**src/mpba_pkg.sv**
```systemverilog
// Constants and types for the multiprocessor bus arbitration block
// Summary of operation
// - Grant shows DMA starts next cycle
// - Only bus master drives DMA grants
// - Drive own request line, monitor others
// - Processor number selects own request line
// - Bus owner flag high only while master
// - Number 000 holds bus owner flag high
// - Priority select high rotating, low fixed
// - Priority access preempts master's background DMA
// - Host request beats all; release, then grant
package mpba_pkg;

  localparam int unsigned PROC_COUNT = 6;
  localparam int unsigned ID_WIDTH   = 3;

  localparam logic [ID_WIDTH-1:0] ID_NONE       = 3'h0;
  localparam logic [ID_WIDTH-1:0] ID_SINGLE     = 3'h0;
  localparam logic [ID_WIDTH-1:0] ID_FIRST      = 3'h1;
  localparam logic [ID_WIDTH-1:0] ID_LAST       = 3'h6;
  localparam logic [ID_WIDTH-1:0] ID_RESET_LAST = 3'h6;

  // Host grant floats for one input clock cycle before it is driven
  localparam int unsigned HOST_FLOAT_CYCLES = 1;

  typedef enum logic [1:0] {
    MPBA_HOST_IDLE    = 2'h0,
    MPBA_HOST_RELEASE = 2'h1,
    MPBA_HOST_GRANT   = 2'h3
  } mpba_host_state_type;

  typedef struct packed {
    logic [ID_WIDTH-1:0] owner;
    logic [ID_WIDTH-1:0] last_owner;
    mpba_host_state_type host_state;
    logic                dma_grant_first;
    logic                dma_grant_second;
    logic                dma_start_first;
    logic                dma_start_second;
    logic                owner_flag;
  } mpba_state_type;

  localparam mpba_state_type STATE_RESET = '{
    owner:            ID_NONE,
    last_owner:       ID_RESET_LAST,
    host_state:       MPBA_HOST_IDLE,
    dma_grant_first:  1'b0,
    dma_grant_second: 1'b0,
    dma_start_first:  1'b0,
    dma_start_second: 1'b0,
    owner_flag:       1'b0
  };

  // Line index for a processor code; codes outside 1..6 map to no line
  function automatic logic [PROC_COUNT-1:0] mpba_line_of(input logic [ID_WIDTH-1:0] code);
    logic [PROC_COUNT-1:0] mask;
    mask = '0;
    if (code >= ID_FIRST && code <= ID_LAST)
    begin
      mask[code - ID_FIRST] = 1'b1;
    end
    return mask;
  endfunction : mpba_line_of

endpackage : mpba_pkg

```
**src/mpba_pick.sv**
```systemverilog
// Priority picker: chooses the winning requester, fixed or rotating
`timescale 1ns/1ps
`default_nettype none
module mpba_pick
  import mpba_pkg::*;
(
  input  wire logic [PROC_COUNT-1:0] request,
  input  wire logic                  rotate,
  input  wire logic [ID_WIDTH-1:0]   last_owner,
  output logic      [ID_WIDTH-1:0]   winner
);

  logic [ID_WIDTH-1:0] start;
  logic [ID_WIDTH-1:0] slot;
  logic                found;

  always_comb
  begin
    winner = ID_NONE;
    found  = 1'b0;
    slot   = ID_NONE;
    // Rotating search starts just after the last owner's line
    if (rotate && last_owner >= ID_FIRST && last_owner < ID_LAST)
    begin
      start = last_owner;
    end
    else
    begin
      start = ID_NONE;
    end
    for (int unsigned k = 0; k < PROC_COUNT; k++)
    begin
      slot = ID_WIDTH'((int'(start) + k) % PROC_COUNT);
      if (!found && request[slot])
      begin
        winner = slot + ID_FIRST;
        found  = 1'b1;
      end
    end
  end

endmodule : mpba_pick
`default_nettype wire

```
**src/mpba_arbiter.sv**
```systemverilog
// Bus arbitration, DMA grant, priority access and host hand-off for one processor
`timescale 1ns/1ps
`default_nettype none
module mpba_arbiter
  import mpba_pkg::*;
(
  input  wire logic                  clock,
  input  wire logic                  reset_n,
  input  wire logic [ID_WIDTH-1:0]   processor_number,
  input  wire logic                  rotating_priority_select,
  // Shared request lines, active low
  input  wire logic [PROC_COUNT-1:0] bus_request_lines_n_in,
  output logic      [PROC_COUNT-1:0] bus_request_lines_n_out,
  output logic      [PROC_COUNT-1:0] bus_request_lines_n_oe,
  // Shared priority access line, active low
  input  wire logic                  priority_access_line_n_in,
  output logic                       priority_access_line_n_out,
  output logic                       priority_access_line_n_oe,
  // External DMA handshake, active low
  input  wire logic                  dma_request_first_n,
  input  wire logic                  dma_request_second_n,
  output logic                       dma_grant_first_n_out,
  output logic                       dma_grant_first_n_oe,
  output logic                       dma_grant_second_n_out,
  output logic                       dma_grant_second_n_oe,
  // Host bus hand-off, active low
  input  wire logic                  host_bus_request_n,
  output logic                       host_bus_grant_n_out,
  output logic                       host_bus_grant_n_oe,
  // Core side
  input  wire logic                  core_bus_request,
  input  wire logic                  core_priority_access,
  input  wire logic                  dma_channel_ready_first,
  input  wire logic                  dma_channel_ready_second,
  output logic                       dma_start_first,
  output logic                       dma_start_second,
  output logic                       bus_drive_enable,
  output logic                       bus_owner_flag
);

  mpba_state_type state_reg;
  mpba_state_type state_next;

  logic                  single_system;
  logic [PROC_COUNT-1:0] own_line;
  logic [PROC_COUNT-1:0] request_seen;
  logic [ID_WIDTH-1:0]   winner;
  logic                  is_owner;
  logic                  host_pending;
  logic                  access_seen;
  logic                  own_access;
  logic                  dma_want_first;
  logic                  dma_want_second;
  logic                  want_bus;
  logic                  owner_requests;
  logic                  host_active;
  logic                  dma_work;
  logic                  owner_yields;
  logic [ID_WIDTH-1:0]   rotate_from;

  // A lone processor never arbitrates and drives no request line
  assign single_system = (processor_number == ID_SINGLE);
  assign own_line      = mpba_line_of(processor_number);
  assign is_owner      = single_system || (state_reg.owner == processor_number);
  assign host_pending  = !host_bus_request_n;
  assign access_seen   = !priority_access_line_n_in;
  assign own_access    = core_priority_access && !is_owner;

  // Background DMA work keeps the bus only while no slave claims priority
  assign dma_want_first  = !dma_request_first_n && dma_channel_ready_first;
  assign dma_want_second = !dma_request_second_n && dma_channel_ready_second;
  assign dma_work = (dma_want_first || dma_want_second) && !(is_owner && access_seen);

  // A slave that won through priority access must keep asking, or it loses the bus at once
  assign want_bus = core_bus_request || core_priority_access || dma_work;

  // Every processor sees the same lines, so every copy of the owner tracks in step
  assign request_seen = ~bus_request_lines_n_in | (own_line & {PROC_COUNT{want_bus}});
  assign owner_requests = (state_reg.owner != ID_NONE)
                          && |(request_seen & mpba_line_of(state_reg.owner));
  assign host_active = (state_reg.host_state != MPBA_HOST_IDLE);

  // Owner gives way when it stops asking, or when a slave claims access and only DMA is left
  assign owner_yields = !owner_requests
                        || (access_seen && is_owner && !core_bus_request
                            && !core_priority_access);

  // Rotation demotes whoever holds the bus now; before any owner the reset seed is used,
  // so line one comes first after reset
  always_comb
  begin
    if (state_reg.owner != ID_NONE)
    begin
      rotate_from = state_reg.owner;
    end
    else
    begin
      rotate_from = state_reg.last_owner;
    end
  end

  mpba_pick u_pick (
    .request    (request_seen),
    .rotate     (rotating_priority_select),
    .last_owner (rotate_from),
    .winner     (winner)
  );

  always_comb
  begin
    state_next = state_reg;
    state_next.dma_start_first  = 1'b0;
    state_next.dma_start_second = 1'b0;
    state_next.dma_grant_first  = 1'b0;
    state_next.dma_grant_second = 1'b0;

    // Host request outranks every processor request; arbitration freezes
    unique case (state_reg.host_state)
      MPBA_HOST_IDLE:
      begin
        if (host_pending && is_owner)
        begin
          state_next.host_state = MPBA_HOST_RELEASE;
        end
      end
      MPBA_HOST_RELEASE:
      begin
        if (host_pending)
        begin
          state_next.host_state = MPBA_HOST_GRANT;
        end
        else
        begin
          state_next.host_state = MPBA_HOST_IDLE;
        end
      end
      MPBA_HOST_GRANT:
      begin
        if (!host_pending)
        begin
          state_next.host_state = MPBA_HOST_IDLE;
        end
      end
    endcase

    // Owner keeps the bus while it still requests, unless a slave claims access while the owner has only DMA work left
    if (!host_pending && !host_active && !single_system)
    begin
      if (owner_yields)
      begin
        state_next.owner = winner;
        if (state_reg.owner != ID_NONE)
        begin
          state_next.last_owner = state_reg.owner;
        end
      end
    end

    // A grant pulse means the transfer begins in the following cycle
    if (is_owner && !host_pending && !host_active && !access_seen && !state_reg.dma_grant_first
        && !state_reg.dma_grant_second)
    begin
      if (dma_want_first)
      begin
        state_next.dma_grant_first = 1'b1;
      end
      else if (dma_want_second)
      begin
        state_next.dma_grant_second = 1'b1;
      end
    end
    state_next.dma_start_first  = state_reg.dma_grant_first;
    state_next.dma_start_second = state_reg.dma_grant_second;

    // Except for number 000, flag falls as soon as a host request is seen, one cycle ahead of the grant
    state_next.owner_flag = single_system
                            || ((state_next.owner == processor_number)
                                && (state_next.host_state == MPBA_HOST_IDLE)
                                && !host_pending);
  end

  always_ff @(posedge clock or negedge reset_n)
  begin
    if (!reset_n)
    begin
      state_reg <= STATE_RESET;
    end
    else
    begin
      state_reg <= state_next;
    end
  end

  // Only the own line is ever driven; the rest stay inputs
  assign bus_request_lines_n_oe  = single_system ? '0 : own_line;
  assign bus_request_lines_n_out = ~(own_line & {PROC_COUNT{want_bus}});

  // A master never claims priority access; it already holds the bus
  assign priority_access_line_n_oe  = own_access && !single_system;
  assign priority_access_line_n_out = 1'b0;

  // Grant pins are driven by the master alone
  assign dma_grant_first_n_oe   = state_reg.owner_flag;
  assign dma_grant_second_n_oe  = state_reg.owner_flag;
  // Between pulses the master keeps the grant lines driven high
  assign dma_grant_first_n_out  = !state_reg.dma_grant_first;
  assign dma_grant_second_n_out = !state_reg.dma_grant_second;

  // Grant floats during the release cycle, then is held low until the request ends
  assign host_bus_grant_n_oe  = (state_reg.host_state == MPBA_HOST_GRANT);
  assign host_bus_grant_n_out = 1'b0;
  // A lone processor stays owner under the host, yet still floats the bus for it
  assign bus_drive_enable     = state_reg.owner_flag
                                && (state_reg.host_state == MPBA_HOST_IDLE);

  assign dma_start_first  = state_reg.dma_start_first;
  assign dma_start_second = state_reg.dma_start_second;
  assign bus_owner_flag   = state_reg.owner_flag;

endmodule : mpba_arbiter
`default_nettype wire

```
**config.mk**
```make
export PLATFORM = sky130hd
export DESIGN_NAME = mpba_arbiter
export DESIGN_NICKNAME = d
export VERILOG_FILES = /design/src/mpba_pkg.sv /design/src/mpba_pick.sv /design/src/mpba_arbiter.sv
export SDC_FILE = /design/constraint.sdc
export NUM_CORES = 1
export LEC_CHECK = 0
export ABC_CLOCK_PERIOD_IN_PS = 5800
export BUFFER_PORTS_ARGS = -buffer_cell sky130_fd_sc_hd__buf_4
export CAP_MARGIN = 20
export CORE_UTILIZATION = 55
export CTS_BUF_LIST = sky130_fd_sc_hd__clkbuf_16
export CTS_CLUSTER_SIZE = 10
export DETAILED_ROUTE_END_ITERATION = 16
export PLACE_DENSITY_LB_ADDON = 0.2
export SYNTH_ARGS = -nofsm -noshare
export SYNTH_HDL_FRONTEND = slang
export SYNTH_SLANG_ARGS = --single-unit
```
**constraint.sdc**
```tcl
create_clock -name clock -period 5.8 [get_ports clock]
set_input_delay 0.29 -clock clock [delete_from_list [all_inputs] [get_ports clock]]
set_output_delay 0.29 -clock clock [all_outputs]
set_load 0.05 [all_outputs]
```
-- After elaboration in Yosys (flattened, before gate mapping)
Index checks and enable logic that the tools add are counted.
- bits in registers: 13
- word-level logic and storage cells: 156
- add/sub/neg operators: 13
- div/mod/pow operators: 6
- order comparisons: 16
- equal/unequal tests: 4
- multiplexer cells: 42
- bitwise operators: 5
- reduce and logical (&&, ||, !) cells: 62
- operator list (operator ; number):
    32-bit by 3-bit remainder unit with 32-bit output (second input constant) ; 5
    3-bit by 4-bit < comparator with 1-bit output (second input constant) ; 8
    3-bit by 3-bit remainder unit with 32-bit output (second input constant) ; 1
    1-bit logical AND ; 31
    6-bit two-way mux ; 5
    3-bit two-way mux ; 8
    3-bit by 1-bit adder with 3-bit output (second input constant) ; 6
    1-bit binary-select mux with 3-bit select ; 6
    1-bit zero test ; 18
    1-bit two-way mux ; 16
    3-bit by 1-bit greater-or-equal comparator with 1-bit output (second input constant) ; 5
    6-bit AND ; 2
    6-bit inverter ; 2
    3-bit by 2-bit adder with 4-bit output (second input constant) ; 2
    3-bit by 3-bit adder with 4-bit output (second input constant) ; 2
    2-bit two-way mux ; 4
    1-bit demux with 3-bit select ; 2
    3-bit equality test ; 2
    3-bit <= comparator (second input constant) ; 2
    1-bit logical OR ; 6
    6-bit bitwise OR ; 1
    2-bit case mux with 3 select lines ; 1
    6-bit OR reduction ; 1
    3-bit by 1-bit subtractor with 3-bit output (second input constant) ; 2
    9 further kinds ; 10

-- Depth between registers and ports, before layout
- depth in word-level cells: 32
- gate-level depth with buffers: 25
- depth with buffers taken out: 23

-- Modules after synthesis
From an unflattened synthesis, not the netlist that was laid out.
- cells, all modules: 344
- area, all modules: 2727.6 µm²
- by module, submodules not included (module ; instances ; cells each ; area an instance (µm²) ; sequential area each (µm²)):
    mpba_arbiter ; 1 ; 173 ; 1426.4 ; 327.8
    mpba_pick ; 1 ; 171 ; 1301.2 ; 0.0

-- Worst setup path after synthesis
No wires, ideal clock.
- kind: register -> register
- from: register state_reg[10] in the netlist's numbering
- to: register state_reg, in the netlist bus_owner_flag
- arrival: 4.793 ns
- slack: 0.920 ns
- stages on the path, launching flop included: 26
- path buffers: 2
- cell sequence: dfrtp_1 buf_2 inv_1 ha_1 buf_6 and2b_4 o211ai_1 nor2_1 ha_1 nor2b_1 a31oi_1 and2_1 inv_1 ha_1 nand2b_1 a21oi_1 o22ai_1 xnor2_1 ha_1 o221a_2 a311o_1 a22oi_2 xnor2_1 a221oi_2 nand3b_1 a22oi_1
- RTL lines (element ; RTL line ; source):
    start, declared ; mpba_arbiter.sv:41 ; mpba_state_type state_reg;
    start signal, assigned ; mpba_arbiter.sv:190 ; state_reg <= state_next;

==> impl_metrics.tcl <==
set metrics [dict create \
    grt_pass1_vias 2396 \
    nFillCells 436 \
    cellPowerDensity_mw_per_mm2 507 \
    period_minus_slack_ns 5.31 \
    place_congestion 0.960 \
    hold_path_depth 2 \
    status "complete, no violations" \
    final_cells 445 \
    worst_ir_drop_vdd_mv 0.279 \
    crit_slowest_cell "dfrtp_1" \
    reg2reg_to "bus_owner_flag" \
    vias 2653 \
    area_delta_synth_final_pct 14.7 \
    clock_latency_ns 0.24 \
    cts-root-buf "clkbuf_16" \
    synth_seq_cells 13 \
    yosysSeqAreaShare_pct 12.2 \
    rows 25 \
    rsz0062_at_grt "no" \
    required_ns 5.95 \
    largest_reg_flops 8 \
    slew_headroom_pct 61.7 \
    nets 425 \
    worstMarginPinSlew_ns 0.574 \
    total_power_uw 1570 \
    ys_warn_count 0 \
    fp.dieH_um 71.9 \
    core_area_sq_mm 0.00472 \
    worstSetupPathType "register to register" \
    skew_ns 0.000665 \
    start_util_pct 57.0 \
    hold_class "primary input to register" \
    wl_mm 7.01 \
    crit_path_cell_trace "inv_1 > ha_1 > and2b_4 > and2_0 > nor2_1 > ha_1 > nor2b_1 > a31oi_1 > and2_1 > inv_1 > ha_1 > nand2b_1 > a21oi_1 > o22ai_1 > xnor2_1 > ha_1 > o221a_2 > a311o_1 > a22oi_2 > xnor2_1 > a221oi_2 > nand3b_1 > a22oi_1" \
    wire_per_inst_um 15.8 \
    synth_edf_count 0 \
    r2r_slack_ns 0.49 \
    drtPass1Iterations 5 \
    yosysUniqueCellTypes 80 \
    rr_worst_depth 23 \
    grtUsageTotal_pct 27.7 \
    cap_viol_max_count 0 \
    report.final.slew_viol_count 0 \
    slowest_delay_ns 0.48 \
    dpl_cell_area_sq_mm 0.00299 \
    drive_gt1_share_pct 24.9 \
    synth-main-ff-cell "dfrtp_1" \
    cts_buffers 3 \
    drc 0 \
    overflow 0 \
    fin_area_sq_mm 0.00309 \
    path_max_fanout 10 \
    cpMostUsedCell "ha_1" \
    p_leak_uw 0.00136 \
    syn-mean-instance-area_sq_um 7.89 \
    clk_pin_slew_ns 0.04 \
    end_kind "register" \
    reg2reg_from "state_reg[11]" \
    diodes 0 \
    post-route-period-util_pct 91.6 \
    hpwl_mm 5.59 \
    via_per_inst 5.96 \
    synthCells 341 \
    antenna_found_initial 0 \
    dp_cells 439 \
    cts-root-to-sink-buffers 2 \
    hold_viol 0 \
    cp.arrival_ns 5.46 \
    grt_pass1_wl_mm 11.4 \
    tns_ns 0 \
    final_antenna_net_count 0 \
    mappedNetlistArea_sq_mm 0.00269 \
    holdPathEnd "state_reg[5]" \
    grt_max_degree 15 \
    die_w_um 71.9 \
    fin_hold_ws_ns 0.227 \
    min-delay-start "host_bus_request_n" \
    cts_max_level 1 \
    max_freq_ghz 0.188 \
    io_buffers 41 \
    worst_setup_path_start_kind "register" \
    cts_tree "done" \
    setup_viol 0 \
    cts.sink_count 13 \
    die-area_sq_mm 0.00517 \
    initialDrtViolationCount 216 \
    ios 44 \
    synth-async-reset-ratio_pct 100 \
]
cells in the final DEF (no fill, tap or decap), drive strengths merged, types with 3 or more instances in the layout:
cell,instances
buf,45
nor2,30
inv,30
ha,26
o21ai,23
a21oi,20
nand2,18
nor3,13
nand2b,11
nand3,11
dfrtp,11
o22ai,11
xnor2,9
and2,8
a211oi,8
nor2b,7
mux2,7
mux2i,6
or2,5
a31oi,4
xor2,4
a311o,4
or3,4
a21boi,4
o31ai,4
nand3b,3
o31a,3
and3,3
and4,3
clkbuf,3
a22oi,3
layer usage:
layer / vias up / global-route usage (%) / wire length, um
met2: 104 / 43.1 / 3160
li1: 1328 / - / -
met5: - / 0 / 0
met4: 0 / 5.66 / 42
met1: 1215 / 42.2 / 3380
met3: 6 / 1.67 / 431
worst max-delay path by stage:
stage	start	endpoint	cells after the start	slack, ns
after floorplan	state_reg[10]	bus_owner_flag	25	0.92
after global placement	state_reg[11]	bus_owner_flag	22	0.75
after detailed placement	state_reg[11]	bus_owner_flag	23	0.51
after CTS	state_reg[11]	bus_owner_flag	23	0.48
after global routing	state_reg[11]	bus_owner_flag	23	0.06
final	state_reg[11]	bus_owner_flag	23	0.49
Yosys cell counts, types with 3 or more instances:
master	n	share of area, %
or2_2	5	1.2
mux2_2	5	2.1
nand2_1	17	2.4
xnor2_1	8	2.6
xor2_1	4	1.3
mux2i_1	5	1.9
ha_1	26	12
or3_1	4	0.93
inv_1	27	3.8
o31a_1	3	0.98
buf_4	7	2.0
dfrtp_1	11	10
a21boi_0	3	0.84
a31oi_1	4	0.93
nand2b_1	11	2.6
nor3_1	12	2.2
nand3_1	11	2.0
o21ai_0	21	3.9
buf_6	5	2.1
a311o_1	4	1.5
and2_1	7	1.6
o22ai_1	9	2.1
nor2b_1	6	1.4
a211oi_2	6	2.8
nor2_1	29	4.0
a21oi_1	18	3.3
and4_1	3	0.98
and3_1	3	0.70
nand3b_1	3	0.84
logic make-up after synthesis:
kind of cell    synth area share, %
flops                          12.2
simple gates                   26.3
other cells                   0.139
xor+xnor                       4.51
fa+ha+maj                      12.1
mux                            5.91
buf+inv                        8.42
compound gates                 30.4
cell type report:
cell class              instances  area [sq um]  share of cell area [%]
clock buffers                   3          75.1                    2.43
clock inverters                 1          3.75                   0.122
inverters                      29           109                    3.53
multi-input cells             286          2140                    69.3
flip-flops and latches         13           328                    10.6
well taps                      67          83.8                    2.72
repair buffers                 46           348                    11.3
worst max-delay path, delay by kind of cell, from the launching register on:
family | cells | cell delay (ns)
AO/OA/AOI/OAI | 8 | 1.76
XOR/XNOR | 2 | 0.26
adder cells (fa/ha/maj) | 4 | 1.18
buffers and inverters | 2 | 0.22
flip-flops | 1 | 0.48
AND/OR/NAND/NOR | 7 | 1.33
per-stage QoR:
stage               setup slack, ns  util [%]
floorplan                     0.920         -
global placement              0.747      63.3
detailed placement            0.510      63.3
CTS                           0.482      65.2
global route                 0.0588      65.4
finish                        0.489      65.4
power by group:
group          internal [uW]  total, uW  switching (uW)
logic                    530       1270             736
clock network           90.8        128            37.1
registers                126        172            46.1
total                    747       1570             819
repair_timing:
item,CTS,global route
hold buffers,1,0
buffers inserted,0,1
gates resized for setup,0,0
hold endpoints to repair,11,0
setup endpoints to repair,0,1
(Power assumes the default switching activity.)
